===== config.mk =====
export PLATFORM = sky130hd
export DESIGN_NAME = tpm_timer
export DESIGN_NICKNAME = d
export VERILOG_FILES = /design/src/core/tpm_pkg.sv /design/src/core/tpm_timer.sv
export VERILOG_INCLUDE_DIRS = /design/src /design/src/core
export SDC_FILE = /design/constraint.sdc
export NUM_CORES = 1
export LEC_CHECK = 0
export BUFFER_PORTS_ARGS = -buffer_cell sky130_fd_sc_hd__buf_2
export CAP_MARGIN = 20
export CELL_PAD_IN_SITES_DETAIL_PLACEMENT = 1
export CELL_PAD_IN_SITES_GLOBAL_PLACEMENT = 2
export CORE_UTILIZATION = 42
export CTS_CLUSTER_DIAMETER = 120
export DETAILED_ROUTE_END_ITERATION = 7
export PLACE_DENSITY = 0.82
export SLEW_MARGIN = 20
export SYNTH_ARGS = -nofsm -noshare
export SYNTH_HDL_FRONTEND = slang
export SYNTH_SLANG_ARGS = --single-unit

===== constraint.sdc =====
create_clock -name I_CLOCK -period 5.5 [get_ports I_CLOCK]
set_input_delay 0.55 -clock I_CLOCK [delete_from_list [all_inputs] [get_ports I_CLOCK]]
set_output_delay 0.55 -clock I_CLOCK [all_outputs]
set_load 0.01 [all_outputs]

===== src/core/tpm_defs.svh =====
// Register offsets, field positions and reset values.
// Function
// - Transfer trigger: armed underflow or carrier write
// - Mode 0 ignores alternates and skip bits
// - Phase flag only in triangular mode 1
// - First interrupt after n-1, then every n
// - Zero width never starts phase counter
// - Inactive to active only after dead time
// - Reload from primary, or alternate then primary
// - Cutoff pin low forces six pins off
// - Trigger loads shift register; second at pulse end
// - Dead time only when not disabled
// - Enable bit runs carrier, phases and dead time; code runs the dead time count regardless of it
// - Dead time lasts p count source periods
// - Triangular carrier period is (m+1) times 2
// - Sawtooth transfers always; triangular once per write
// - Output enable cleared by four causes; code clears it on two: concurrent active, cutoff pin fall
`ifndef TPM_DEFS_SVH
`define TPM_DEFS_SVH
`define TPM_OFF_CTRL0 8'h00
`define TPM_OFF_CTRL1 8'h04
`define TPM_OFF_SKIP 8'h08
`define TPM_OFF_CARRIER 8'h0c
`define TPM_OFF_SPECIAL 8'h10
`define TPM_OFF_DEAD 8'h14
`define TPM_OFF_BUF0 8'h18
`define TPM_OFF_BUF1 8'h1c
`define TPM_OFF_WIDTH 8'h20
`define TPM_OFF_ALT 8'h2c
`define TPM_OFF_STATUS 8'h38
`define TPM_OFF_UNLOCK 8'h3c
`define TPM_C0_ENABLE 0
`define TPM_C0_OUT_EN 1
`define TPM_C0_CA_DIS 2
`define TPM_C0_SAW 3
`define TPM_C0_SW_TRIG 4
`define TPM_C0_SKIP_EN 5
`define TPM_C0_SKIP_SYNC 6
`define TPM_C1_WR_TRIG 0
`define TPM_C1_ALT_MODE 1
`define TPM_C1_PH_FLAG 2
`define TPM_C1_DT_DIS 3
`define TPM_C1_DT_SEL 4
`define TPM_SC_CUTOFF_EN 0
`define TPM_SC_RELOAD_SEL 1
`define TPM_SC_COUNT_START 2
`define TPM_RST_DEAD 8'h01
`define TPM_RST_SKIP 4'h1
`endif


===== src/core/tpm_pkg.sv =====
// Types shared by the three-phase motor PWM timer.
package tpm_pkg;
  // Bus access state, Gray coded along idle, wait, done.
  typedef enum logic [1:0] {
    TPM_IDLE = 2'b00,
    TPM_WAIT = 2'b01,
    TPM_DONE = 2'b11
  } tpm_bus_t;
  // One phase pair: positive and negative levels.
  typedef struct packed {
    logic pos;
    logic neg;
  } tpm_pair_t;
endpackage


===== src/core/tpm_timer.sv =====
// Three-phase motor PWM timer with APB register access.
`include "tpm_defs.svh"
module tpm_timer (
  input wire logic I_CLOCK,
  input wire logic I_SYS_RST,
  input wire logic I_PSEL,
  input wire logic I_PENABLE,
  input wire logic I_PWRITE,
  input wire logic [7:0] I_PADDR,
  input wire logic [31:0] I_PWDATA,
  input wire logic I_CUTOFF_N,
  output logic O_PREADY,
  output logic O_PSLVERR,
  output logic [31:0] O_PRDATA,
  output logic [5:0] O_PHASE,
  output logic [5:0] O_PHASE_OE,
  output logic O_CARRIER_IRQ,
  output logic [2:0] O_PHASE_IRQ
);
  // Bus handshake state.
  tpm_pkg::tpm_bus_t bus_reg;
  // Control and data registers.
  logic [6:0] ctrl0_reg;
  logic [4:0] ctrl1_reg;
  logic [3:0] skip_n_reg;
  logic [15:0] carrier_set_reg;
  logic [2:0] special_reg;
  logic [7:0] dead_reg;
  logic [5:0] buf0_reg;
  logic [5:0] buf1_reg;
  logic [15:0] width_reg [3];
  logic [15:0] alt_reg [3];
  logic unlock_reg;
  // Timer state.
  logic [15:0] carrier_cnt_reg;
  logic half_reg;
  logic arm_reg;
  logic buf_new_reg;
  logic [5:0] sh0_reg;
  logic [5:0] sh1_reg;
  logic [5:0] want_reg;
  logic [3:0] skip_cnt_reg;
  logic [16:0] shot_cnt_reg [3];
  logic [2:0] shot_reg;
  logic [2:0] alt_sel_reg;
  logic [7:0] dead_cnt_reg [3];
  logic cut_reg;
  logic cut_pin_reg;
  // Decoded strobes and events.
  logic wr;
  logic rd;
  logic underflow;
  logic trigger;
  logic hit;
  logic [2:0] shot_end;
  logic conc;
  logic mode1;
  logic saw;

  assign mode1 = ctrl1_reg[`TPM_C1_ALT_MODE];
  assign saw = ctrl0_reg[`TPM_C0_SAW];
  // A write or read takes effect on the edge that also raises pready.
  assign wr = (bus_reg == tpm_pkg::TPM_WAIT) && I_PWRITE;
  assign rd = (bus_reg == tpm_pkg::TPM_WAIT) && !I_PWRITE;
  // Known offsets; anything else answers with an error.
  assign hit = (I_PADDR[1:0] == 2'b00) && (I_PADDR <= `TPM_OFF_UNLOCK);
  // Carrier underflow when the count reaches zero; in triangular mode only on its second half.
  assign underflow = ctrl0_reg[`TPM_C0_ENABLE] &&
                     special_reg[`TPM_SC_COUNT_START] &&
                     (carrier_cnt_reg == 16'h0000) && (saw || half_reg);
  // Armed underflow or a carrier write with write triggering on.
  assign trigger = (underflow && arm_reg) ||
                   (wr && I_PADDR == `TPM_OFF_CARRIER &&
                    ctrl1_reg[`TPM_C1_WR_TRIG]);

  // Bus state: access is seen, one wait cycle, then pready for one cycle.
  always_ff @(posedge I_CLOCK) begin
    if (I_SYS_RST) begin
      bus_reg <= tpm_pkg::TPM_IDLE;
    end else begin
      unique case (bus_reg)
        tpm_pkg::TPM_IDLE: if (I_PSEL && I_PENABLE) begin
          bus_reg <= tpm_pkg::TPM_WAIT;
        end
        tpm_pkg::TPM_WAIT: bus_reg <= tpm_pkg::TPM_DONE;
        tpm_pkg::TPM_DONE: bus_reg <= tpm_pkg::TPM_IDLE;
        // The unused code falls back to idle rather than lock the bus.
        default: bus_reg <= tpm_pkg::TPM_IDLE;
      endcase
    end
  end

  // Ready, error and read data come straight from flip-flops.
  always_ff @(posedge I_CLOCK) begin
    if (I_SYS_RST) begin
      O_PREADY <= 1'b0;
      O_PSLVERR <= 1'b0;
      O_PRDATA <= 32'h0000_0000;
    end else begin
      O_PREADY <= (bus_reg == tpm_pkg::TPM_WAIT);
      O_PSLVERR <= (bus_reg == tpm_pkg::TPM_WAIT) && !hit;
      if (rd) begin
        O_PRDATA <= 32'h0000_0000;
        // Narrow registers sit in the low bits; upper bits read zero.
        case (I_PADDR)
          `TPM_OFF_CTRL0: O_PRDATA[6:0] <= ctrl0_reg;
          `TPM_OFF_CTRL1: O_PRDATA[4:0] <= ctrl1_reg;
          `TPM_OFF_SKIP: O_PRDATA[3:0] <= skip_n_reg;
          `TPM_OFF_CARRIER: O_PRDATA[15:0] <= carrier_cnt_reg;
          `TPM_OFF_SPECIAL: O_PRDATA[2:0] <= special_reg;
          `TPM_OFF_DEAD: O_PRDATA[7:0] <= dead_reg;
          `TPM_OFF_BUF0: O_PRDATA[5:0] <= buf0_reg;
          `TPM_OFF_BUF1: O_PRDATA[5:0] <= buf1_reg;
          `TPM_OFF_STATUS: begin
            // Half flag shows only in triangular mode 1.
            O_PRDATA[0] <= half_reg && mode1 && !saw &&
                           ctrl1_reg[`TPM_C1_PH_FLAG];
            O_PRDATA[1] <= cut_reg;
            O_PRDATA[7:2] <= O_PHASE;
            O_PRDATA[11:8] <= skip_cnt_reg;
          end
          `TPM_OFF_UNLOCK: O_PRDATA[0] <= unlock_reg;
          default: begin
            // Width registers and their alternates.
            for (int i = 0; i < 3; i++) begin
              if (I_PADDR == `TPM_OFF_WIDTH + 8'(4 * i)) begin
                O_PRDATA[15:0] <= width_reg[i];
              end
              if (I_PADDR == `TPM_OFF_ALT + 8'(4 * i)) begin
                O_PRDATA[15:0] <= alt_reg[i];
              end
            end
          end
        endcase
      end
    end
  end

  // Software registers; protected ones need the unlock bit first.
  always_ff @(posedge I_CLOCK) begin
    if (I_SYS_RST) begin
      ctrl0_reg <= 7'h00;
      ctrl1_reg <= 5'h00;
      special_reg <= 3'h0;
      skip_n_reg <= `TPM_RST_SKIP;
      carrier_set_reg <= 16'h0000;
      dead_reg <= `TPM_RST_DEAD;
      buf0_reg <= 6'h00;
      buf1_reg <= 6'h00;
      unlock_reg <= 1'b0;
      for (int i = 0; i < 3; i++) begin
        width_reg[i] <= 16'h0000;
        alt_reg[i] <= 16'h0000;
      end
    end else begin
      if (wr) begin
        case (I_PADDR)
          `TPM_OFF_CTRL0: if (unlock_reg) begin
            ctrl0_reg <= I_PWDATA[6:0];
          end
          `TPM_OFF_CTRL1: if (unlock_reg) begin
            ctrl1_reg <= I_PWDATA[4:0];
          end
          `TPM_OFF_SPECIAL: if (unlock_reg) begin
            special_reg <= I_PWDATA[2:0];
          end
          `TPM_OFF_SKIP: skip_n_reg <= I_PWDATA[3:0];
          `TPM_OFF_CARRIER: carrier_set_reg <= I_PWDATA[15:0];
          `TPM_OFF_DEAD: dead_reg <= I_PWDATA[7:0];
          `TPM_OFF_BUF0: buf0_reg <= I_PWDATA[5:0];
          `TPM_OFF_BUF1: buf1_reg <= I_PWDATA[5:0];
          `TPM_OFF_UNLOCK: unlock_reg <= I_PWDATA[0];
          default: begin
            for (int i = 0; i < 3; i++) begin
              if (I_PADDR == `TPM_OFF_WIDTH + 8'(4 * i)) begin
                width_reg[i] <= I_PWDATA[15:0];
              end
              if (I_PADDR == `TPM_OFF_ALT + 8'(4 * i)) begin
                alt_reg[i] <= I_PWDATA[15:0];
              end
            end
          end
        endcase
      end
      // Output enable is cleared by the hardware causes.
      if ((conc && ctrl0_reg[`TPM_C0_CA_DIS]) ||
          (cut_pin_reg && !I_CUTOFF_N)) begin
        ctrl0_reg[`TPM_C0_OUT_EN] <= 1'b0;
      end
      // The software trigger bit self-clears once it has been armed.
      if (ctrl0_reg[`TPM_C0_SW_TRIG]) begin
        ctrl0_reg[`TPM_C0_SW_TRIG] <= 1'b0;
      end
    end
  end

  // Carrier: counts down twice per period in triangular mode.
  always_ff @(posedge I_CLOCK) begin
    if (I_SYS_RST) begin
      carrier_cnt_reg <= 16'h0000;
      half_reg <= 1'b0;
    end else if (!special_reg[`TPM_SC_COUNT_START] ||
                 !ctrl0_reg[`TPM_C0_ENABLE]) begin
      carrier_cnt_reg <= carrier_set_reg;
      half_reg <= 1'b0;
    end else if (carrier_cnt_reg == 16'h0000) begin
      // Reload on own underflow; one half per m+1 counts.
      carrier_cnt_reg <= carrier_set_reg;
      half_reg <= saw ? 1'b0 : !half_reg;
    end else begin
      carrier_cnt_reg <= carrier_cnt_reg - 16'h0001;
    end
  end

  // Trigger arming and buffer-write tracking.
  always_ff @(posedge I_CLOCK) begin
    if (I_SYS_RST) begin
      arm_reg <= 1'b0;
      buf_new_reg <= 1'b0;
    end else begin
      // The arm is kept until the underflow that uses it.
      if (ctrl0_reg[`TPM_C0_SW_TRIG]) begin
        arm_reg <= 1'b1;
      end else if (underflow) begin
        arm_reg <= 1'b0;
      end
      // A buffer write in the same cycle as a trigger is not lost.
      if (wr && (I_PADDR == `TPM_OFF_BUF0 || I_PADDR == `TPM_OFF_BUF1)) begin
        buf_new_reg <= 1'b1;
      end else if (trigger) begin
        buf_new_reg <= 1'b0;
      end
    end
  end

  // Shift register: first buffer now, second after each pulse.
  always_ff @(posedge I_CLOCK) begin
    if (I_SYS_RST) begin
      sh0_reg <= 6'h00;
      sh1_reg <= 6'h00;
      want_reg <= 6'h00;
    end else begin
      // Sawtooth copies every time; triangular only after a write.
      if (trigger && (saw || buf_new_reg)) begin
        sh0_reg <= buf0_reg;
        sh1_reg <= buf1_reg;
        want_reg <= buf0_reg;
      end
      for (int i = 0; i < 3; i++) begin
        if (shot_end[i]) begin
          want_reg[2*i +: 2] <= sh1_reg[2*i +: 2];
        end
      end
    end
  end

  // Phase one-shots started by the carrier underflow.
  always_ff @(posedge I_CLOCK) begin
    if (I_SYS_RST) begin
      shot_reg <= 3'h0;
      alt_sel_reg <= 3'h0;
      O_PHASE_IRQ <= 3'h0;
      for (int i = 0; i < 3; i++) begin
        shot_cnt_reg[i] <= 17'h00000;
      end
    end else begin
      for (int i = 0; i < 3; i++) begin
        O_PHASE_IRQ[i] <= shot_end[i];
        if (underflow) begin
          // Mode 1 alternates: alternate first, then primary.
          logic [15:0] n;
          n = (mode1 && !alt_sel_reg[i]) ? alt_reg[i] : width_reg[i];
          alt_sel_reg[i] <= mode1 ? !alt_sel_reg[i] : 1'b0;
          // A zero width leaves the counter idle.
          if (n != 16'h0000) begin
            shot_reg[i] <= 1'b1;
            shot_cnt_reg[i] <= saw ? {1'b0, n} : {n, 1'b0};
          end
        end else if (shot_reg[i]) begin
          shot_cnt_reg[i] <= shot_cnt_reg[i] - 17'h00001;
          if (shot_cnt_reg[i] == 17'h00001) begin
            shot_reg[i] <= 1'b0;
          end
        end
      end
    end
  end

  // Pulse end flags are decoded from the counter.
  always_comb begin
    for (int i = 0; i < 3; i++) begin
      shot_end[i] = shot_reg[i] && !underflow &&
                    shot_cnt_reg[i] == 17'h00001;
    end
  end

  // Dead time: each phase holds a rising level back p cycles.
  always_ff @(posedge I_CLOCK) begin
    if (I_SYS_RST) begin
      O_PHASE <= 6'h00;
      for (int i = 0; i < 3; i++) begin
        dead_cnt_reg[i] <= 8'h00;
      end
    end else begin
      for (int i = 0; i < 6; i++) begin
        if (!want_reg[i]) begin
          // Going inactive is never delayed.
          O_PHASE[i] <= 1'b0;
        end else if (ctrl1_reg[`TPM_C1_DT_DIS]) begin
          // Disabled: no dead time inserted.
          O_PHASE[i] <= 1'b1;
        end else if (dead_cnt_reg[i/2] == 8'h01) begin
          // Active only once the dead time timer stops.
          O_PHASE[i] <= 1'b1;
        end
      end
      for (int i = 0; i < 3; i++) begin
        // A level change of the pair starts the count when it is idle at zero.
        if (want_reg[2*i +: 2] != O_PHASE[2*i +: 2] &&
            dead_cnt_reg[i] == 8'h00) begin
          dead_cnt_reg[i] <= dead_reg;
        end else if (dead_cnt_reg[i] != 8'h00) begin
          dead_cnt_reg[i] <= dead_cnt_reg[i] - 8'h01;
        end
      end
    end
  end

  // Concurrent active: both levels of any pair active at once.
  always_comb begin
    conc = 1'b0;
    for (int i = 0; i < 3; i++) begin
      conc = conc || (O_PHASE[2*i] && O_PHASE[2*i+1]);
    end
  end

  // Forced cutoff: latched on a low pin, released by pin and software.
  always_ff @(posedge I_CLOCK) begin
    if (I_SYS_RST) begin
      cut_reg <= 1'b0;
      cut_pin_reg <= 1'b1;
      O_PHASE_OE <= 6'h00;
    end else begin
      cut_pin_reg <= I_CUTOFF_N;
      if (special_reg[`TPM_SC_CUTOFF_EN] && !I_CUTOFF_N) begin
        cut_reg <= 1'b1;
      end else if (!special_reg[`TPM_SC_CUTOFF_EN] && I_CUTOFF_N) begin
        cut_reg <= 1'b0;
      end
      // A low pin blocks the enable in the very same cycle.
      O_PHASE_OE <= {6{ctrl0_reg[`TPM_C0_ENABLE] &&
                       ctrl0_reg[`TPM_C0_OUT_EN] && !cut_reg &&
                       !(special_reg[`TPM_SC_CUTOFF_EN] && !I_CUTOFF_N)}};
    end
  end

  // Skip counter: mode 0 interrupts each underflow, mode 1 every n.
  always_ff @(posedge I_CLOCK) begin
    if (I_SYS_RST) begin
      skip_cnt_reg <= 4'h1;
      O_CARRIER_IRQ <= 1'b0;
    end else if (wr && I_PADDR == `TPM_OFF_SKIP) begin
      // Starting at one gives the first interrupt after n-1.
      skip_cnt_reg <= 4'h1;
      O_CARRIER_IRQ <= 1'b0;
    end else if (underflow) begin
      if (!mode1 || !ctrl0_reg[`TPM_C0_SKIP_EN] ||
          skip_cnt_reg + 4'h1 >= skip_n_reg) begin
        skip_cnt_reg <= mode1 ? 4'h0 : skip_cnt_reg + 4'h1;
        O_CARRIER_IRQ <= 1'b1;
      end else begin
        skip_cnt_reg <= skip_cnt_reg + 4'h1;
        O_CARRIER_IRQ <= 1'b0;
      end
    end else begin
      O_CARRIER_IRQ <= 1'b0;
    end
  end
endmodule


==> Flow_metrics.wiki <==
{| class="wikitable"
! Metric !! Value
|-
| Total power || 5760 uW
|-
| CP max stage delay || 0.71 ns
|-
| Setup clock skew after layout || 0.0300 ns
|-
| Largest net degree at the start of global routing || 61
|-
| Number of buffer and inverter stages on the critical path || 0
|-
| DR WL/cell || 25.7 um
|-
| Most used DFF post-synth || edfxtp_1
|-
| Filler cells || 4252
|-
| Worst Path Max Fanout || 17
|-
| Setup Viol. Count Final || 0
|-
| Synthesis-stage register bit count || 301
|-
| Die boundary width || 197 um
|-
| Pwr per Cell Area || 324 nW/um^2
|-
| Detailed Place HPWL || 40400 um
|-
| Placeable core area || 37000 sq um
|-
| Total Wirelength || 57300 um
|-
| Post-route ant nets || 0
|-
| Final worst path period need || 3.57 ns
|-
| Count of pins over their slew limit || 0
|-
| Number of cells on the critical path || 5
|-
| Final Hold Viols || 0
|-
| Number of enable flip-flop cells after synthesis || 171
|-
| Cell variety after synth || 77
|-
| Total global routing overflow || 0
|-
| TritonCTS clock tree || built
|-
| Worst min path class || in2reg
|-
| TritonCTS Buffers || 37
|-
| Startpoint types || flop
|-
| Relative max-transition margin || 26.9%
|-
| Area growth from synthesis to layout || 11.9%
|-
| Detailed-router iteration count before antenna repair || 5
|-
| Gate count after technology mapping || 1672
|-
| RSZ-0062 raised after global routing || false
|-
| Port buffer count || 63
|-
| Arrival time at the worst endpoint || 3.74 ns
|-
| # DRC || 0
|-
| Antenna cell count || 0
|-
| Initial antenna violation count || 0
|-
| Fmax || 280 MHz
|-
| Clock slew at reported path FFs || 0.06 ns
|-
| Row Count || 70
|-
| Share of cells above drive strength 1 || 10.9%
|-
| Startpoint-to-endpoint class of the critical path || reg2reg
|-
| Resized Gates After CTS || 0
|-
| DRT iter0 DRCs || 1166
|-
| Total I/O pin count || 96
|-
| Critical Path, Cell by Cell || nor4_2, and3_1, nand3_1, o21ai_1, nand2b_1
|-
| VDD IR-drop max || 393 uV
|-
| Cell at the root of the clock tree || clkbuf_16
|-
| Worst Hold Path Cells || 3
|-
| Final weighted congestion in routability-driven placement || 0.934
|-
| Full die area || 38600 sq um
|-
| Critical path endpoint category || flop
|-
| Clock Path Buffers || 3
|-
| Max cap viols || 0
|-
| Net count reported at finish || 1762
|-
| Via count of the first global-routing pass || 13600
|-
| Global-route wire length before repair || 85700 um
|-
| Count of non-filler cells in the finished layout || 2228
|-
| Die Span Y || 197 um
|-
| Commonest cells after routing, fill and taps aside || nand2_1, edfxtp_1, nor2_1
|-
| Proportion of synthesized flip-flops having asynchronous set or reset || 0%
|-
| Status || complete, no violations
|-
| Library cell contributing the largest single delay on the critical path || nand2b_1
|-
| Final worst-path cycle share || 64.8%
|-
| Detailed-route via count || 13500
|-
| Post-synthesis sequential area ratio || 48.7%
|-
| Sink Count || 301
|-
| Average cell area after synthesis || 9.50 sq um
|-
| Instance count after placement with tap cells included || 2160
|-
| Worst Hold Margin || 0.219 ns
|-
| Leading cell type in the layout, fill and taps excluded || nand2_1
|-
| CTS H-tree depth || 2
|-
| Final instance area || 17800 sq um
|-
| CP Data Required Time || 5.68 ns
|-
| LEAKAGE || 0.00633 uW
|-
| Final TNS setup || 0 ns
|-
| Global Route Usage Sum || 29.9%
|-
| Slew at the pin closest to its max-slew limit || 1.09 ns
|-
| Area after DPL || 16600 sq um
|-
| Latest clock arrival within the worst-skew pair || 0.58 ns
|-
| Number of vias per cell after detailed routing || 6.08
|-
| Count of hold buffers inserted by post-cts repair || 0
|-
| Starting utilization of the core area || 43.0%
|-
| Kind of cell adding the most delay to the critical path || simple AND/OR/NAND/NOR gates
|-
| Worst-case reg-to-reg path depth || 5
|-
| Mapped cell area || 15900 sq um
|-
| Total number of yosys warnings || 0
|-
| Flip-flop count of the largest register after layout || 51
|-
| Number of setup buffers added after CTS || 0
|}
-- worst register-to-register path: stages (launching register included) --
cell	delay, ns
dfxtp_1	0.37
nor4_2	0.56
and3_1	0.63
nand3_1	0.37
o21ai_1	0.53
nand2b_1	0.71
-- worst paths after layout --
path,startpoint,endpoint,slack (ns)
worst min register to register,cut_pin_reg,ctrl0_reg[1],0.44
worst min-delay path,I_CUTOFF_N,cut_pin_reg,0.22
worst max-delay path,carrier_cnt_reg[3],shot_cnt_reg[0][6],1.93
worst max register to register,carrier_cnt_reg[3],shot_cnt_reg[0][6],1.93
-- metal layers --
metal  GRT usage [%]  part of all wire (%)  up-vias
met5               0                     0        -
met4            11.5                   3.3        0
met3            4.76                   7.0      108
met2            48.0                    46      517
met1            40.5                    44     6764
li1                -                     -     6160
-- metrics by stage --
step,util [%],setup slack [ns]
after global routing,48.1,1.82
after global placement,44.9,1.88
final,48.1,1.93
after CTS,48.1,2.02
after detailed placement,44.9,1.84
after floorplan,-,2.17
-- cell usage after synthesis (all sizes together) (8+ instances only) --
library cell	number	area share [%]
nand2	217	5.1
edfxtp	171	32
nor2	156	3.7
a21oi	139	4.4
dfxtp	130	16
clkbuf	78	1.9
mux2i	75	4.7
a211oi	65	3.1
nand3	55	1.7
nor4	46	2.0
xnor2	45	2.5
buf	43	1.7
inv	41	0.97
o21ai	40	1.3
and2	37	1.5
nor3	34	1.1
xor2	29	1.6
ha	21	1.7
nand2b	19	0.75
o22ai	18	0.71
or3	15	0.62
and3	14	0.55
a311oi	13	0.72
a22o	12	0.66
nand4	12	0.47
o211ai	11	0.52
o31ai	11	0.58
or4	11	0.52
mux2	10	0.71
nor2b	10	0.39
a22oi	8	0.38
-- report_power, final --
| part | leakage [uW] | internal, uW | switching [uW] | total [uW] |
|---|---|---|---|---|
| combinational | 0.00291 | 251 | 445 | 696 |
| sequential | 0.00285 | 2530 | 133 | 2660 |
| clock | 0.000575 | 1390 | 1020 | 2400 |
-- final cells by class --
cell class,instances,area [sq um],share of cell area (%)
Clock buffer,54,1050,5.91
Clock inverter,14,125,0.703
Inverter,41,154,0.865
Multi-Input combinational cell,1224,7570,42.5
Sequential cell,301,7740,43.5
Tap cell,504,631,3.55
Timing Repair Buffer,90,520,2.93
-- cells by family (layout without fill, tap and decap cells) --
group / count (synthesis) / after routing / synth area share, %
compound gates: 372 / 372 / 15.4
buf+inv: 162 / 199 / 4.50
fa+ha+maj: 21 / 21 / 1.65
other cells: 1 / 16 / 0.0236
mux: 88 / 88 / 5.86
flops: 301 / 301 / 48.7
xor+xnor: 74 / 74 / 4.08
simple gates: 653 / 653 / 19.8
Power figures use the tool's default switching activity.
